--- src/icdma_pkg.sv ---
/*
  Shared constants and carrier types for the channel transfer controller,
  its request controller and the bit input / bit output registers.
  Assumes a single 2X clock domain and a plain register port.
*/
package icdma_pkg;
  localparam int NCH = 8;
  localparam int CH_W = 3;
  localparam int DW = 32;
  localparam int AW = 8;
  // --------------------------------------------------------------
  // register byte offsets
  // --------------------------------------------------------------
  localparam logic [7:0] OFS_CTRL = 8'h00;
  localparam logic [7:0] OFS_DMA_EN = 8'h04;
  localparam logic [7:0] OFS_IRQ_PEND = 8'h08;
  localparam logic [7:0] OFS_BIT_IN = 8'h0C;
  localparam logic [7:0] OFS_BIT_OUT = 8'h10;
  localparam logic [7:0] OFS_STATUS = 8'h14;
  localparam logic [7:0] OFS_CHCFG = 8'h20;
  localparam logic [7:0] OFS_GREG = 8'h40;
  localparam logic [7:0] OFS_BITOUT_BIT = 8'h60;
  localparam logic [7:0] OFS_BLOCK_MASK = 8'hE0;
  // --------------------------------------------------------------
  // field positions and reset values
  // --------------------------------------------------------------
  localparam int CTRL_REVOLVE = 0;
  localparam int CTRL_PIN_SEL = 1;
  localparam int CFG_MEM_CELL = 2;
  localparam int CFG_DIS_PAGE = 3;
  localparam int G_IRQ_EN = 0;
  localparam int G_DEV_SEL = 31;
  localparam int G_INC_LO = 2;
  localparam int G_INC_HI = 15;
  localparam int G_PAGE_HI = 9;
  localparam logic [1:0] RST_CTRL = 2'h0;
  localparam logic [7:0] RST_BYTE = 8'h00;
  localparam logic [3:0] RST_CFG = 4'h0;
  localparam logic [31:0] RST_GREG = 32'h0000_0000;
  // --------------------------------------------------------------
  // transfer types and bus cycle counts
  // --------------------------------------------------------------
  localparam logic [1:0] TYPE_FOUR_BYTE = 2'h0;
  localparam logic [1:0] TYPE_ONE_BYTE = 2'h1;
  localparam logic [1:0] TYPE_CELL = 2'h2;
  localparam logic [2:0] CYC_SINGLE = 3'h1;
  localparam logic [2:0] CYC_FLYBY_FOUR = 3'h4;
  localparam logic [2:0] CYC_BUFFERED = 3'h5;
  localparam int SYNC_HOLD = 4;
  localparam int CLK_PERIOD_NS = 100;
  localparam int PRIO_NS = 100;
  localparam int PRIO_CYCLES = (PRIO_NS + CLK_PERIOD_NS - 1) / CLK_PERIOD_NS;

  typedef struct packed {
    logic [CH_W-1:0] ch;
    logic [DW-1:0] addr;
    logic [2:0] cycles;
    logic buffered;
  } icdma_xact_t;

  typedef struct packed {
    logic [AW-1:0] addr;
    logic [DW-1:0] wdata;
    logic wr;
    logic rd;
  } icdma_reg_req_t;
endpackage : icdma_pkg

--- src/icdma_top.sv ---
/*
  Eight-channel transfer controller with request controller, bit input
  synchroniser and bit output register, all on the 2X clock.
  Assumes the memory interface accepts xact_o and runs it for the cycle
  count given, the coprocessor drives its delay count, transfer, request
  and bit-output strobes on this clock, and devices drop a request once served.
*/
// The register offsets and the plain strobed port were left to the implementer.
`timescale 1ns/1ps
module icdma_top #(
  parameter int DLY_W = 16,
  parameter int BUS_CYC_CLKS = 2,
  parameter int MPU_XACT_CYC = 1,
  parameter logic [31:0] VEC_BASE = 32'h0000_0100,
  parameter logic [31:0] VEC_STEP = 32'h0000_0010
) (
  input wire logic clock_i,
  input wire logic reset_n_i,
  input wire logic ce_i,
  input wire logic [7:0] reg_addr_i,
  input wire logic [31:0] reg_wdata_i,
  input wire logic reg_wr_i,
  input wire logic reg_rd_i,
  output logic [31:0] reg_rdata_o,
  input wire logic [7:0] in_pin_i,
  input wire logic [7:0] in_mux_i,
  output logic [7:0] bit_out_o,
  input wire logic [DLY_W-1:0] cop_delay_i,
  input wire logic cop_xfer_i,
  input wire logic [2:0] cop_xfer_ch_i,
  input wire logic [7:0] cop_int_i,
  input wire logic [7:0] cop_out_set_i,
  input wire logic [7:0] cop_out_clr_i,
  input wire logic mpu_req_i,
  output logic mpu_grant_o,
  output icdma_pkg::icdma_xact_t xact_o,
  output logic xact_start_o,
  output logic bus_busy_o,
  output logic dev_sel_o,
  output logic [7:0] irq_o,
  output logic irq_any_o,
  output logic [31:0] irq_vector_o
);
  localparam int N = icdma_pkg::NCH;
  localparam int CW = icdma_pkg::CH_W;

  // refused at elaboration: counts that the slot check or cycle counter cannot hold
  if (DLY_W < 8 || BUS_CYC_CLKS < 1 || MPU_XACT_CYC < 1 || MPU_XACT_CYC > 7) begin : g_param_check
    $error("icdma_top: unsupported parameter value");
  end

  // ----------------------------------------------------------------
  // reset release and register request
  // ----------------------------------------------------------------
  logic rst_a;
  logic rst_b;
  wire logic rst_n = rst_b;
  always_ff @(posedge clock_i or negedge reset_n_i) begin
    if (!reset_n_i) begin
      rst_a <= 1'b0;
      rst_b <= 1'b0;
    end else begin
      rst_a <= 1'b1;
      rst_b <= rst_a;
    end
  end

  icdma_pkg::icdma_reg_req_t rq;
  assign rq = '{addr: reg_addr_i, wdata: reg_wdata_i, wr: reg_wr_i, rd: reg_rd_i};

  // ----------------------------------------------------------------
  // functions
  // ----------------------------------------------------------------
  // first set bit at or after start, wrapping; {found, index}
  function automatic logic [CW:0] pick(input logic [N-1:0] req, input logic [CW-1:0] start);
    logic [CW:0] res;
    logic [CW-1:0] idx;
    res = '0;
    for (int k = N - 1; k >= 0; k--) begin
      idx = start + CW'(k);
      if (req[idx]) begin
        res = {1'b1, idx};
      end
    end
    return res;
  endfunction : pick

  function automatic logic [2:0] cycles_of(input logic [1:0] typ, input logic mem_cell);
    if (typ == icdma_pkg::TYPE_FOUR_BYTE) begin
      return mem_cell ? icdma_pkg::CYC_BUFFERED : icdma_pkg::CYC_FLYBY_FOUR;
    end else if (typ == icdma_pkg::TYPE_CELL && !mem_cell) begin
      return icdma_pkg::CYC_BUFFERED;
    end
    return icdma_pkg::CYC_SINGLE;
  endfunction : cycles_of

  // ----------------------------------------------------------------
  // registers
  // ----------------------------------------------------------------
  logic [1:0] ctrl;
  logic [7:0] dma_en;
  logic [7:0] irq_pend;
  logic [7:0] bit_in;
  logic [7:0] bit_out;
  logic [3:0] chcfg [N];
  logic [31:0] greg [N];
  logic [CW-1:0] rot;

  wire logic blk_cfg = (rq.addr & icdma_pkg::OFS_BLOCK_MASK) == icdma_pkg::OFS_CHCFG;
  wire logic blk_greg = (rq.addr & icdma_pkg::OFS_BLOCK_MASK) == icdma_pkg::OFS_GREG;
  wire logic blk_bit = (rq.addr & icdma_pkg::OFS_BLOCK_MASK) == icdma_pkg::OFS_BITOUT_BIT;
  wire logic [CW-1:0] sel = rq.addr[CW+1:2];
  wire logic aligned = (rq.addr[1:0] == 2'h0);
  wire logic wr_ctrl = rq.wr && rq.addr == icdma_pkg::OFS_CTRL;
  wire logic wr_en = rq.wr && rq.addr == icdma_pkg::OFS_DMA_EN;
  wire logic wr_pend = rq.wr && rq.addr == icdma_pkg::OFS_IRQ_PEND;
  wire logic wr_out = rq.wr && rq.addr == icdma_pkg::OFS_BIT_OUT;
  wire logic wr_cfg = rq.wr && blk_cfg && aligned;
  wire logic wr_greg = rq.wr && blk_greg && aligned;
  wire logic wr_obit = rq.wr && blk_bit && aligned;

  // ----------------------------------------------------------------
  // bit input synchroniser
  // ----------------------------------------------------------------
  logic [7:0] s1;
  logic [7:0] s2;
  logic [7:0] s3;
  logic [7:0] filt;
  logic [1:0] phase;
  wire logic [7:0] raw_in = ctrl[icdma_pkg::CTRL_PIN_SEL] ? in_pin_i : in_mux_i;
  always_ff @(posedge clock_i or negedge rst_n) begin
    if (!rst_n) begin
      s1 <= 8'hFF;
      s2 <= 8'hFF;
      s3 <= 8'hFF;
    end else if (ce_i) begin
      s1 <= raw_in;
      s2 <= s1;
      s3 <= s2;
    end
  end

  // bit_in takes the filtered value every four cycles; a second holding stage
  // would push the worst pin-to-register delay past eight cycles
  always_ff @(posedge clock_i or negedge rst_n) begin
    if (!rst_n) begin
      filt <= 8'hFF;
      bit_in <= 8'hFF;
      phase <= 2'h0;
    end else if (ce_i) begin
      filt <= (s2 & s3) | (filt & (s2 ^ s3));
      phase <= phase + 2'h1;
      if (phase == 2'(icdma_pkg::SYNC_HOLD - 1)) begin
        bit_in <= filt;
      end
    end
  end

  // ----------------------------------------------------------------
  // prioritisation and slot check
  // ----------------------------------------------------------------
  logic cand_v;
  logic [CW-1:0] cand_ch;
  logic gnt_v;
  icdma_pkg::icdma_xact_t gnt_x;
  logic busy;
  logic [2:0] cyc_idx;
  logic [15:0] sub;
  icdma_pkg::icdma_xact_t cur;

  wire logic [N-1:0] chan_req = ~bit_in & dma_en;
  wire logic [N-1:0] masked = chan_req & ~(busy ? (8'h01 << cur.ch) : 8'h00)
    & ~(gnt_v ? (8'h01 << gnt_x.ch) : 8'h00);
  wire logic [CW-1:0] start_at = ctrl[icdma_pkg::CTRL_REVOLVE] ? rot : '0;
  wire logic [CW:0] pk = pick(masked, start_at);
  wire logic [2:0] cand_cyc = cycles_of(chcfg[cand_ch][1:0], chcfg[cand_ch][icdma_pkg::CFG_MEM_CELL]);
  wire logic [DLY_W-1:0] need_ch = DLY_W'(cand_cyc) * DLY_W'(BUS_CYC_CLKS);
  wire logic [DLY_W-1:0] need_mpu = DLY_W'(MPU_XACT_CYC) * DLY_W'(BUS_CYC_CLKS);
  wire logic last_clk = busy && sub == 16'(BUS_CYC_CLKS - 1) && cyc_idx == cur.cycles - 3'h1;
  wire logic near_end = (!busy || last_clk) && !gnt_v;
  wire logic cop_owns = (cop_delay_i == '0);
  wire logic ch_ok = cand_v && masked[cand_ch] && near_end && !cop_owns
    && cop_delay_i > need_ch;
  wire logic mpu_ok = mpu_req_i && !ch_ok && near_end && !cop_owns
    && cop_delay_i > need_mpu;
  wire logic cop_go = cop_xfer_i && cop_owns && (!busy || last_clk);

  always_ff @(posedge clock_i or negedge rst_n) begin
    if (!rst_n) begin
      cand_v <= 1'b0;
      cand_ch <= '0;
      rot <= '0;
      gnt_v <= 1'b0;
      gnt_x <= '0;
      mpu_grant_o <= 1'b0;
    end else if (ce_i) begin
      cand_v <= pk[CW];
      cand_ch <= pk[CW-1:0];
      mpu_grant_o <= mpu_ok;
      gnt_v <= ch_ok;
      if (ch_ok) begin
        gnt_x <= '{ch: cand_ch, addr: greg[cand_ch], cycles: cand_cyc,
                   buffered: cand_cyc == icdma_pkg::CYC_BUFFERED};
        rot <= cand_ch + CW'(1);
      end
    end
  end

  // ----------------------------------------------------------------
  // transaction sequencing
  // ----------------------------------------------------------------
  wire logic [2:0] cop_cyc = cycles_of(chcfg[cop_xfer_ch_i][1:0],
    chcfg[cop_xfer_ch_i][icdma_pkg::CFG_MEM_CELL]);
  wire logic start = gnt_v || cop_go;
  icdma_pkg::icdma_xact_t next_x;
  assign next_x = cop_go ? '{ch: cop_xfer_ch_i, addr: greg[cop_xfer_ch_i], cycles: cop_cyc,
    buffered: cop_cyc == icdma_pkg::CYC_BUFFERED} : gnt_x;
  wire logic [31:0] next_addr = {16'h0000, cur.addr[15:2] + 14'h0001, 2'h0};
  wire logic page_end = next_addr[icdma_pkg::G_PAGE_HI:icdma_pkg::G_INC_LO] == 8'h00;
  wire logic done = last_clk;

  always_ff @(posedge clock_i or negedge rst_n) begin
    if (!rst_n) begin
      busy <= 1'b0;
      cyc_idx <= 3'h0;
      sub <= 16'h0000;
      cur <= '0;
      xact_start_o <= 1'b0;
      dev_sel_o <= 1'b0;
    end else if (ce_i) begin
      xact_start_o <= start;
      if (start) begin
        busy <= 1'b1;
        cur <= next_x;
        cyc_idx <= 3'h0;
        sub <= 16'h0000;
      end else if (done) begin
        busy <= 1'b0;
      end else if (busy) begin
        sub <= (sub == 16'(BUS_CYC_CLKS - 1)) ? 16'h0000 : sub + 16'h0001;
        if (sub == 16'(BUS_CYC_CLKS - 1)) begin
          cyc_idx <= cyc_idx + 3'h1;
        end
      end
      // in a buffered four-byte transfer the device is selected on the four byte cycles, memory on the fifth
      if (start) begin
        dev_sel_o <= next_x.addr[icdma_pkg::G_DEV_SEL];
      end else if (busy && sub == 16'(BUS_CYC_CLKS - 1) && cur.buffered) begin
        dev_sel_o <= cur.addr[icdma_pkg::G_DEV_SEL]
          && (chcfg[cur.ch][1:0] == icdma_pkg::TYPE_FOUR_BYTE ? cyc_idx < 3'h3 : 1'b0);
      end else if (done) begin
        dev_sel_o <= 1'b0;
      end
    end
  end
  assign xact_o = cur;
  assign bus_busy_o = busy;

  // ----------------------------------------------------------------
  // register writes and hardware updates
  // ----------------------------------------------------------------
  wire logic [7:0] page_hit = (done && page_end) ? (8'h01 << cur.ch) : 8'h00;
  logic [7:0] page_irq;
  logic [7:0] page_dis;
  always_comb begin
    page_irq = 8'h00;
    page_dis = 8'h00;
    for (int i = 0; i < N; i++) begin
      page_irq[i] = page_hit[i] && greg[i][icdma_pkg::G_IRQ_EN];
      page_dis[i] = page_hit[i] && chcfg[i][icdma_pkg::CFG_DIS_PAGE];
    end
  end

  always_ff @(posedge clock_i or negedge rst_n) begin
    if (!rst_n) begin
      ctrl <= icdma_pkg::RST_CTRL;
      dma_en <= icdma_pkg::RST_BYTE;
      irq_pend <= icdma_pkg::RST_BYTE;
      bit_out <= icdma_pkg::RST_BYTE;
    end else if (ce_i) begin
      if (wr_ctrl) begin
        ctrl <= rq.wdata[1:0];
      end
      dma_en <= (wr_en ? rq.wdata[7:0] : dma_en) & ~page_dis;
      // a new event wins over a same-cycle clear
      irq_pend <= (irq_pend & ~(wr_pend ? rq.wdata[7:0] : 8'h00)) | page_irq | cop_int_i;
      bit_out <= ((wr_out ? rq.wdata[7:0] : bit_out)
        & ~(wr_obit ? (8'h01 << sel) : 8'h00) | (wr_obit && rq.wdata[0] ? (8'h01 << sel) : 8'h00)
        | cop_out_set_i) & ~cop_out_clr_i;
    end
  end

  genvar g;
  generate
    for (g = 0; g < N; g++) begin : g_ch
      always_ff @(posedge clock_i or negedge rst_n) begin
        if (!rst_n) begin
          chcfg[g] <= icdma_pkg::RST_CFG;
          greg[g] <= icdma_pkg::RST_GREG;
        end else if (ce_i) begin
          if (wr_cfg && sel == CW'(g)) begin
            chcfg[g] <= rq.wdata[3:0];
          end
          if (done && cur.ch == CW'(g)) begin
            greg[g] <= {greg[g][31:16], next_addr[15:2], greg[g][1:0]};
          end else if (wr_greg && sel == CW'(g)) begin
            greg[g] <= rq.wdata;
          end
        end
      end
    end
  endgenerate

  // ----------------------------------------------------------------
  // interrupt requests and read port
  // ----------------------------------------------------------------
  logic [31:0] rd_mux;
  wire logic [7:0] irq_all = ~bit_in | irq_pend;
  wire logic [CW:0] irq_pk = pick(irq_all, '0);
  always_ff @(posedge clock_i or negedge rst_n) begin
    if (!rst_n) begin
      irq_o <= 8'h00;
      irq_any_o <= 1'b0;
      irq_vector_o <= 32'h0000_0000;
      reg_rdata_o <= 32'h0000_0000;
    end else if (ce_i) begin
      irq_o <= irq_all;
      irq_any_o <= irq_pk[CW];
      irq_vector_o <= VEC_BASE + VEC_STEP * 32'(irq_pk[CW-1:0]);
      reg_rdata_o <= rd_mux;
    end
  end

  always_comb begin
    rd_mux = 32'h0000_0000;
    if (!rq.rd) begin
      rd_mux = 32'h0000_0000;
    end else if (rq.addr == icdma_pkg::OFS_CTRL) begin
      rd_mux = {30'h0, ctrl};
    end else if (rq.addr == icdma_pkg::OFS_DMA_EN) begin
      rd_mux = {24'h0, dma_en};
    end else if (rq.addr == icdma_pkg::OFS_IRQ_PEND) begin
      rd_mux = {24'h0, irq_pend};
    end else if (rq.addr == icdma_pkg::OFS_BIT_IN) begin
      rd_mux = {24'h0, bit_in};
    end else if (rq.addr == icdma_pkg::OFS_BIT_OUT) begin
      rd_mux = {24'h0, bit_out};
    end else if (rq.addr == icdma_pkg::OFS_STATUS) begin
      rd_mux = {24'h0, rot, cur.ch, gnt_v, busy};
    end else if (blk_cfg && aligned) begin
      rd_mux = {28'h0, chcfg[sel]};
    end else if (blk_greg && aligned) begin
      rd_mux = greg[sel];
    end else if (blk_bit && aligned) begin
      rd_mux = {31'h0, bit_out[sel]};
    end
  end
  assign bit_out_o = bit_out;
endmodule : icdma_top

--- config.mk ---
export PLATFORM = sky130hd
export DESIGN_NAME = icdma_top
export DESIGN_NICKNAME = d
export VERILOG_FILES = /design/src/icdma_pkg.sv /design/src/icdma_top.sv
export SDC_FILE = /design/constraint.sdc
export NUM_CORES = 1
export LEC_CHECK = 0
export CORE_ASPECT_RATIO = 0.8
export CORE_UTILIZATION = 50
export DETAILED_ROUTE_END_ITERATION = 8
export DONT_BUFFER_PORTS = 1
export GPL_TIMING_DRIVEN = 0
export PLACE_DENSITY = 0.61
export SETUP_SLACK_MARGIN = 0.15
export SLEW_MARGIN = 15
export SYNTH_ARGS = -nofsm -noshare
export SYNTH_HDL_FRONTEND = slang
export SYNTH_SLANG_ARGS = --single-unit
--- constraint.sdc ---
create_clock -name clock_i -period 20.6 [get_ports clock_i]
set_input_delay 6.18 -clock clock_i [delete_from_list [all_inputs] [get_ports clock_i]]
set_output_delay 6.18 -clock clock_i [all_outputs]
set_load 0.05 [all_outputs]
==> results of run 1 <==
[flip-flops by register name, summed over array words and instances, names as in the netlist, 4 cells and up]
name and count:
irq_o 8, dma_en 8, filt 8, reg_rdata_o 32
bit_in 8, sub 16, s3 8, xact_o 38
greg 256, chcfg 32, irq_pend 8, irq_vector_o 4
bit_out_o 8, gnt_x 38, s2 8, s1 8
[final timing paths]
check | from | endpoint | slack [ns]
max | reg_addr_i[7] | greg[215] | 11.38
min | rst_b | greg[9] | 0.31
max reg2reg | cand_ch[1] | gnt_x[7] | 15.21
min reg2reg | rst_b | greg[9] | 0.31
max in group asynchronous | reset_n_i | rst_b | 15.30
min in group clock_i | rst_a | rst_b | 0.35
[metrics by stage]
stage | TNS, ns | hold slack [ns] | worst slack, ns | utilization [%] | power (mW)
2_1_floorplan | 0 | 0.331 | 5.40 | - | 1.68
3_3_place_gp | -251.55 | 0.336 | -0.607 | 52.9 | 1.84
3_5_place_dp | 0 | 0.324 | 10.92 | 53.4 | 1.86
4_1_cts | 0 | 0.324 | 11.59 | 56.6 | 2.90
5_1_grt | 0 | 0.354 | 11.37 | 56.6 | 2.99
6_report | 0 | 0.308 | 11.38 | 56.6 | 2.90
[power by group]
part / internal [mW] / switching, mW / leakage [nW]
registers: 1.11 / 0.241 / 6.69
clock network: 0.586 / 0.455 / 0.913
logic: 0.194 / 0.315 / 6.43
total: 1.89 / 1.01 / 14.0
[Yosys cell counts (5+ instances only)]
library cell,count
o31ai_1,5
inv_1,27
a31oi_1,128
a21o_1,6
buf_4,33
and3_1,11
o21ai_0,114
xnor2_1,12
o22ai_1,30
dfrtp_1,470
o211ai_1,6
or3_1,7
nand3b_1,6
nor3_1,20
nand2b_1,11
nor2b_1,16
mux2i_1,99
a22o_1,6
a221oi_1,6
nor4_1,10
buf_2,51
xor2_1,12
a22oi_1,5
a21oi_1,183
ha_1,19
mux2_2,232
dfstp_2,40
o2bb2ai_1,33
nor2_1,306
nand3_1,59
buf_1,32
and2_1,6
clkbuf_1,131
a222oi_1,6
nand2_1,305
o21ai_1,5
nor4b_1,6
nand4_1,11
mux4_2,219
[critical path, delay by kind of cell]
family	cells	cell delay, ns
and+or+nand+nor	7	2.46
buffers and inverters	2	1.11
[cells by family (layout without fill, tap and decap cells)]
family | after synthesis | count (layout) | share of synthesized area [%]
AOI/OAI and AO/OA | 578 | 578 | 11.8
xor gates and xnor gates | 24 | 24 | 0.700
adders and majority gates | 19 | 19 | 0.792
buffers and inverters | 279 | 392 | 4.14
DFF | 510 | 510 | 42.7
muxes | 550 | 550 | 28.4
other | 2 | 32 | 0.0250
and+or+nand+nor | 794 | 794 | 11.3
[layer usage]
layer  part of all wire (%)  track usage, %  routed length (um)  up-vias
li1                       -               -                   -    10400
met1                     39            52.3               45600    12700
met2                     43            55.3               50400     1729
met3                     13            14.0               15500      330
met4                    4.1            15.2                4760        2
met5                 0.0069               0                   8        -
[area by class of cell]
class                      instances  area, sq um  area share [%]
tap                              769          962            2.90
sequential                       510        12800            38.6
multi-input combinational       1995        16100            48.4
timing repair buffer              10          253           0.761
clock inverter                    28          269           0.810
buffer                           249         1140            3.43
antenna                            2         5.00          0.0151
clock buffer                      75         1600            4.82
inverter                          30          113           0.339
==> flow_summary.ini, run 1 <==
[cts]
post_cts_resize_count = 0
hold_buffers = 0
clock-sinks = 510
cts_buffer_depth = 3
cts_tree = yes
cts_setup_buffers = 0
cts_buffers = 55
cts_root_buf = clkbuf_16
htreeDepth = 2
clock_latency_ns = 0.65
cts.clk_slew.worst_paths_ns = 0.06

[setup_path]
path_class = in -> reg
path_cells = or4b_1 > nor2_1 > nand2_1 > nor2_1 > clkbuf_1 > nand3_1 > clkbuf_1 > nand2_1 > nand2_1
critical_path.max_stage_delay_ns = 0.65
critPathSlowestCell = clkbuf_1
cp.arrival_ns = 9.75
crit_path_start_kind = primary input
critPathMostFrequentCell = nand2_1
crit_fanout = 10
crit_required_ns = 21.13
cp-end-kind = flip-flop
rr_worst_depth = 13

[finish]
fill_cells = 5001
layout-drive-gt1-share_pct = 24.5
area_delta_synth_final_pct = 10.7
layout_common_cells = dfrtp_1, nor2_1, nand2_1, mux2_2, mux4_2
fin_area_sq_um = 33200
final_cells = 3668
final_net_count = 2976
final_common_cell = dfrtp_1

[global_route]
grt_max_degree = 63
grt_pass1_vias = 25100
grt-ovfl-total = 0
grt_pass1_wl_um = 170000
grt_use_total_pct = 38.3
antenna_found_initial = 3

[floorplan]
die_height_um = 221
start_util_pct = 51.1
core.rowCount = 79
fp.dieArea_sq_um = 61000
core_sq_um = 58700
pin_count = 230
die_x_um = 276

[routing]
vias = 25200
dr.pass1.iters = 6
drtIter0Drc = 3384
post_drt_wl_per_cell_um = 31.7
wirelength_um = 116000
vias_per_cell = 6.87
ant_nets = 0
drc = 0

[place]
io_buffer_count = 0
hpwl_um = 82600
dp.cells = 3563
finalWeightedCongestion = 0.990
place_area_sq_um = 31300

[synthesis]
ys_warn_count = 0
synth_largest_area_cell = dfrtp_1
async_reset_ff_share_pct = 100
ys_top_cells_by_area = dfrtp_1, mux4_2, mux2_2
synth_top_area_share_pct = 39.2
synth-seq-cells = 510
synth.avg_cell_area_sq_um = 10.9
synth_edf_count = 0
synth-main-ff-cell = dfrtp_1
ys_seq_area_share_pct = 42.7
syn_inst = 2756
synth.cell_area_sq_um = 30000
synthDistinctLibCells = 79

[pwr]
p_leak_nw = 14.0
vdd_ir_drop_max_v = 0.0000714
p_per_area_nw_per_um2 = 87.4

[timing]
slew_headroom_pct = 13.7
finalHoldViolCount = 0
worst_pin_slew_ns = 1.30
fin_crit_sh_pct = 44.8
drv_slew = 0
fin_crit_ns = 9.22
timing.fmax_mhz = 108
skew_ns = 0.0352
finalSetupViolations = 0
grt_setup_unrepaired = false

[run]
maxCapViolations = 0

[min_path]
hold_class = reg -> async

[status]
status = completed
Power figures use the tool's default switching activity.
==> run 2: changes to the inputs <==
Settings changed: PLACE_DENSITY 0.61 to 0.64.
Clock period 20.6 ns to 8.06 ns, I/O delays scaled along.
==> flow_summary.ini, run 2 (synthesized netlist as in run 1, its figures left out) <==
[status]
status = completed

[routing]
wirelength_um = 115000
post_drt_wl_per_cell_um = 31.4
vias_per_cell = 6.96
drtIter0Drc = 3589
ant_nets = 0
drc = 0
dr.pass1.iters = 7
vias = 25500

[setup_path]
reg2reg_slack_ns = 2.78
reg2reg_from = cand_ch[1]
crit_fanout = 10
crit_required_ns = 8.60
cp-end-kind = flip-flop
rr_worst_depth = 15
cp.arrival_ns = 6.15
r2r_end = gnt_x[9]
path_class = in -> reg
crit_path_start_kind = primary input

[cts]
cts.clk_slew.worst_paths_ns = 0.07
cts_buffers = 55
cts_root_buf = clkbuf_16
cts_buffer_depth = 3
clock_latency_ns = 0.65
post_cts_resize_count = 0
clock-sinks = 510
hold_buffers = 0
cts_tree = yes
htreeDepth = 2
cts_setup_buffers = 0

[timing]
skew_ns = 0.0249
finalSetupViolations = 0
finalHoldViolCount = 0
drv_slew = 0
fin_setup_tns_ns = 0
fin_crit_sh_pct = 69.5
grt_setup_unrepaired = false
fin_crit_ns = 5.61
timing.fmax_mhz = 178
worst_pin_slew_ns = 1.31
slew_headroom_pct = 12.5

[place]
place_area_sq_um = 31300
io_buffer_count = 0
hpwl_um = 81300
finalWeightedCongestion = 1.02

[floorplan]
core.rowCount = 79
fp.dieArea_sq_um = 61000
core_sq_um = 58700
pin_count = 230
die_height_um = 221
start_util_pct = 51.1
die_x_um = 276

[pwr]
p_switching_mw = 2.60
p_per_area_nw_per_um2 = 224
p_comb_share_pct = 17.4
p_int_mw = 4.83
clockPowerShare_pct = 35.9
p_leak_nw = 14.0
p_sw_share_pct = 34.9
seqPwrFrac_pct = 46.8
vdd_ir_drop_max_v = 0.000167

[global_route]
grt_use_total_pct = 37.6
grt_max_degree = 59
grt_pass1_vias = 25000
grt-ovfl-total = 0
antenna_found_initial = 4
grt_pass1_wl_um = 167000

[min_path]
hold_class = reg -> async

[finish]
largest-register = greg
fill_cells = 4957
final_net_count = 2976
area_delta_synth_final_pct = 10.6
layout-drive-gt1-share_pct = 24.2
largest_reg_flops = 256
fin_area_sq_um = 33200
seq_area_sq_um = 12800
final_common_cell = dfrtp_1
layout_common_cells = dfrtp_1, nor2_1, nand2_1, mux2_2, mux4_2
multi_input_area_sq_um = 16100

[run]
maxCapViolations = 0
run 2: worst max path at each step:
stage / depth (start not counted) / from / to
5_1_grt: 9 / reg_addr_i[7] / greg[222]
2_1_floorplan: 0 / rst_b / bit_out_o[0]
4_1_cts: 9 / reg_addr_i[7] / greg[219]
3_3_place_gp: 0 / rst_b / irq_vector_o[8]
6_report: 9 / reg_addr_i[7] / greg[214]
3_5_place_dp: 9 / reg_addr_i[7] / greg[219]
run 2: worst max-delay path, cell delays in order:
cell	delay, ns
or4b_1	0.66
nor2_1	0.61
nand2_1	0.28
nor2_1	0.31
clkbuf_1	0.72
nand3_1	0.43
clkbuf_1	0.45
nand2_1	0.19
nand2_1	0.06
run 2: area by class of cell:
type,instances,area share (%)
Antenna cell,6,0.0452
Buffer,249,3.42
Clock buffer,74,4.72
Clock inverter,22,0.799
Inverter,30,0.339
Multi-Input combinational cell,1995,48.4
Sequential cell,510,38.6
Tap cell,769,2.90
Timing Repair Buffer,10,0.784
run 2: metrics by stage:
stage | utilization [%] | power [mW] | setup slack (ns) | hold WS (ns) | std cells
detailed placement | 53.4 | 4.77 | 2.02 | 0.297 | 3563
global route | 56.5 | 7.65 | 2.53 | 0.320 | 3661
floorplan | - | 4.28 | 3.11 | 0.331 | 2784
finish | 56.5 | 7.43 | 2.45 | 0.276 | 3665
CTS | 56.5 | 7.40 | 2.71 | 0.305 | 3659
global placement | 52.9 | 4.71 | 1.17 | 0.338 | 3553
run 2: metal layers:
layer | part of all wire, % | vias up | routed length, um | track usage (%)
li1 | - | 10400 | - | -
met1 | 39 | 12800 | 44300 | 51.5
met2 | 43 | 1909 | 49600 | 54.1
met3 | 14 | 325 | 16200 | 13.5
met4 | 4.4 | 0 | 5010 | 15.7
met5 | 0 | - | 0 | 0.319
run 2: power by group through the flow:
| stage | clock network, mW | logic, mW | registers (mW) |
|---|---|---|---|
| global placement | 0 | 1.16 | 3.54 |
| finish | 2.66 | 1.29 | 3.48 |
| detailed placement | 0 | 1.26 | 3.51 |
| floorplan | 0 | 0.863 | 3.42 |
| CTS | 2.67 | 1.26 | 3.47 |
| global route | 2.77 | 1.38 | 3.50 |
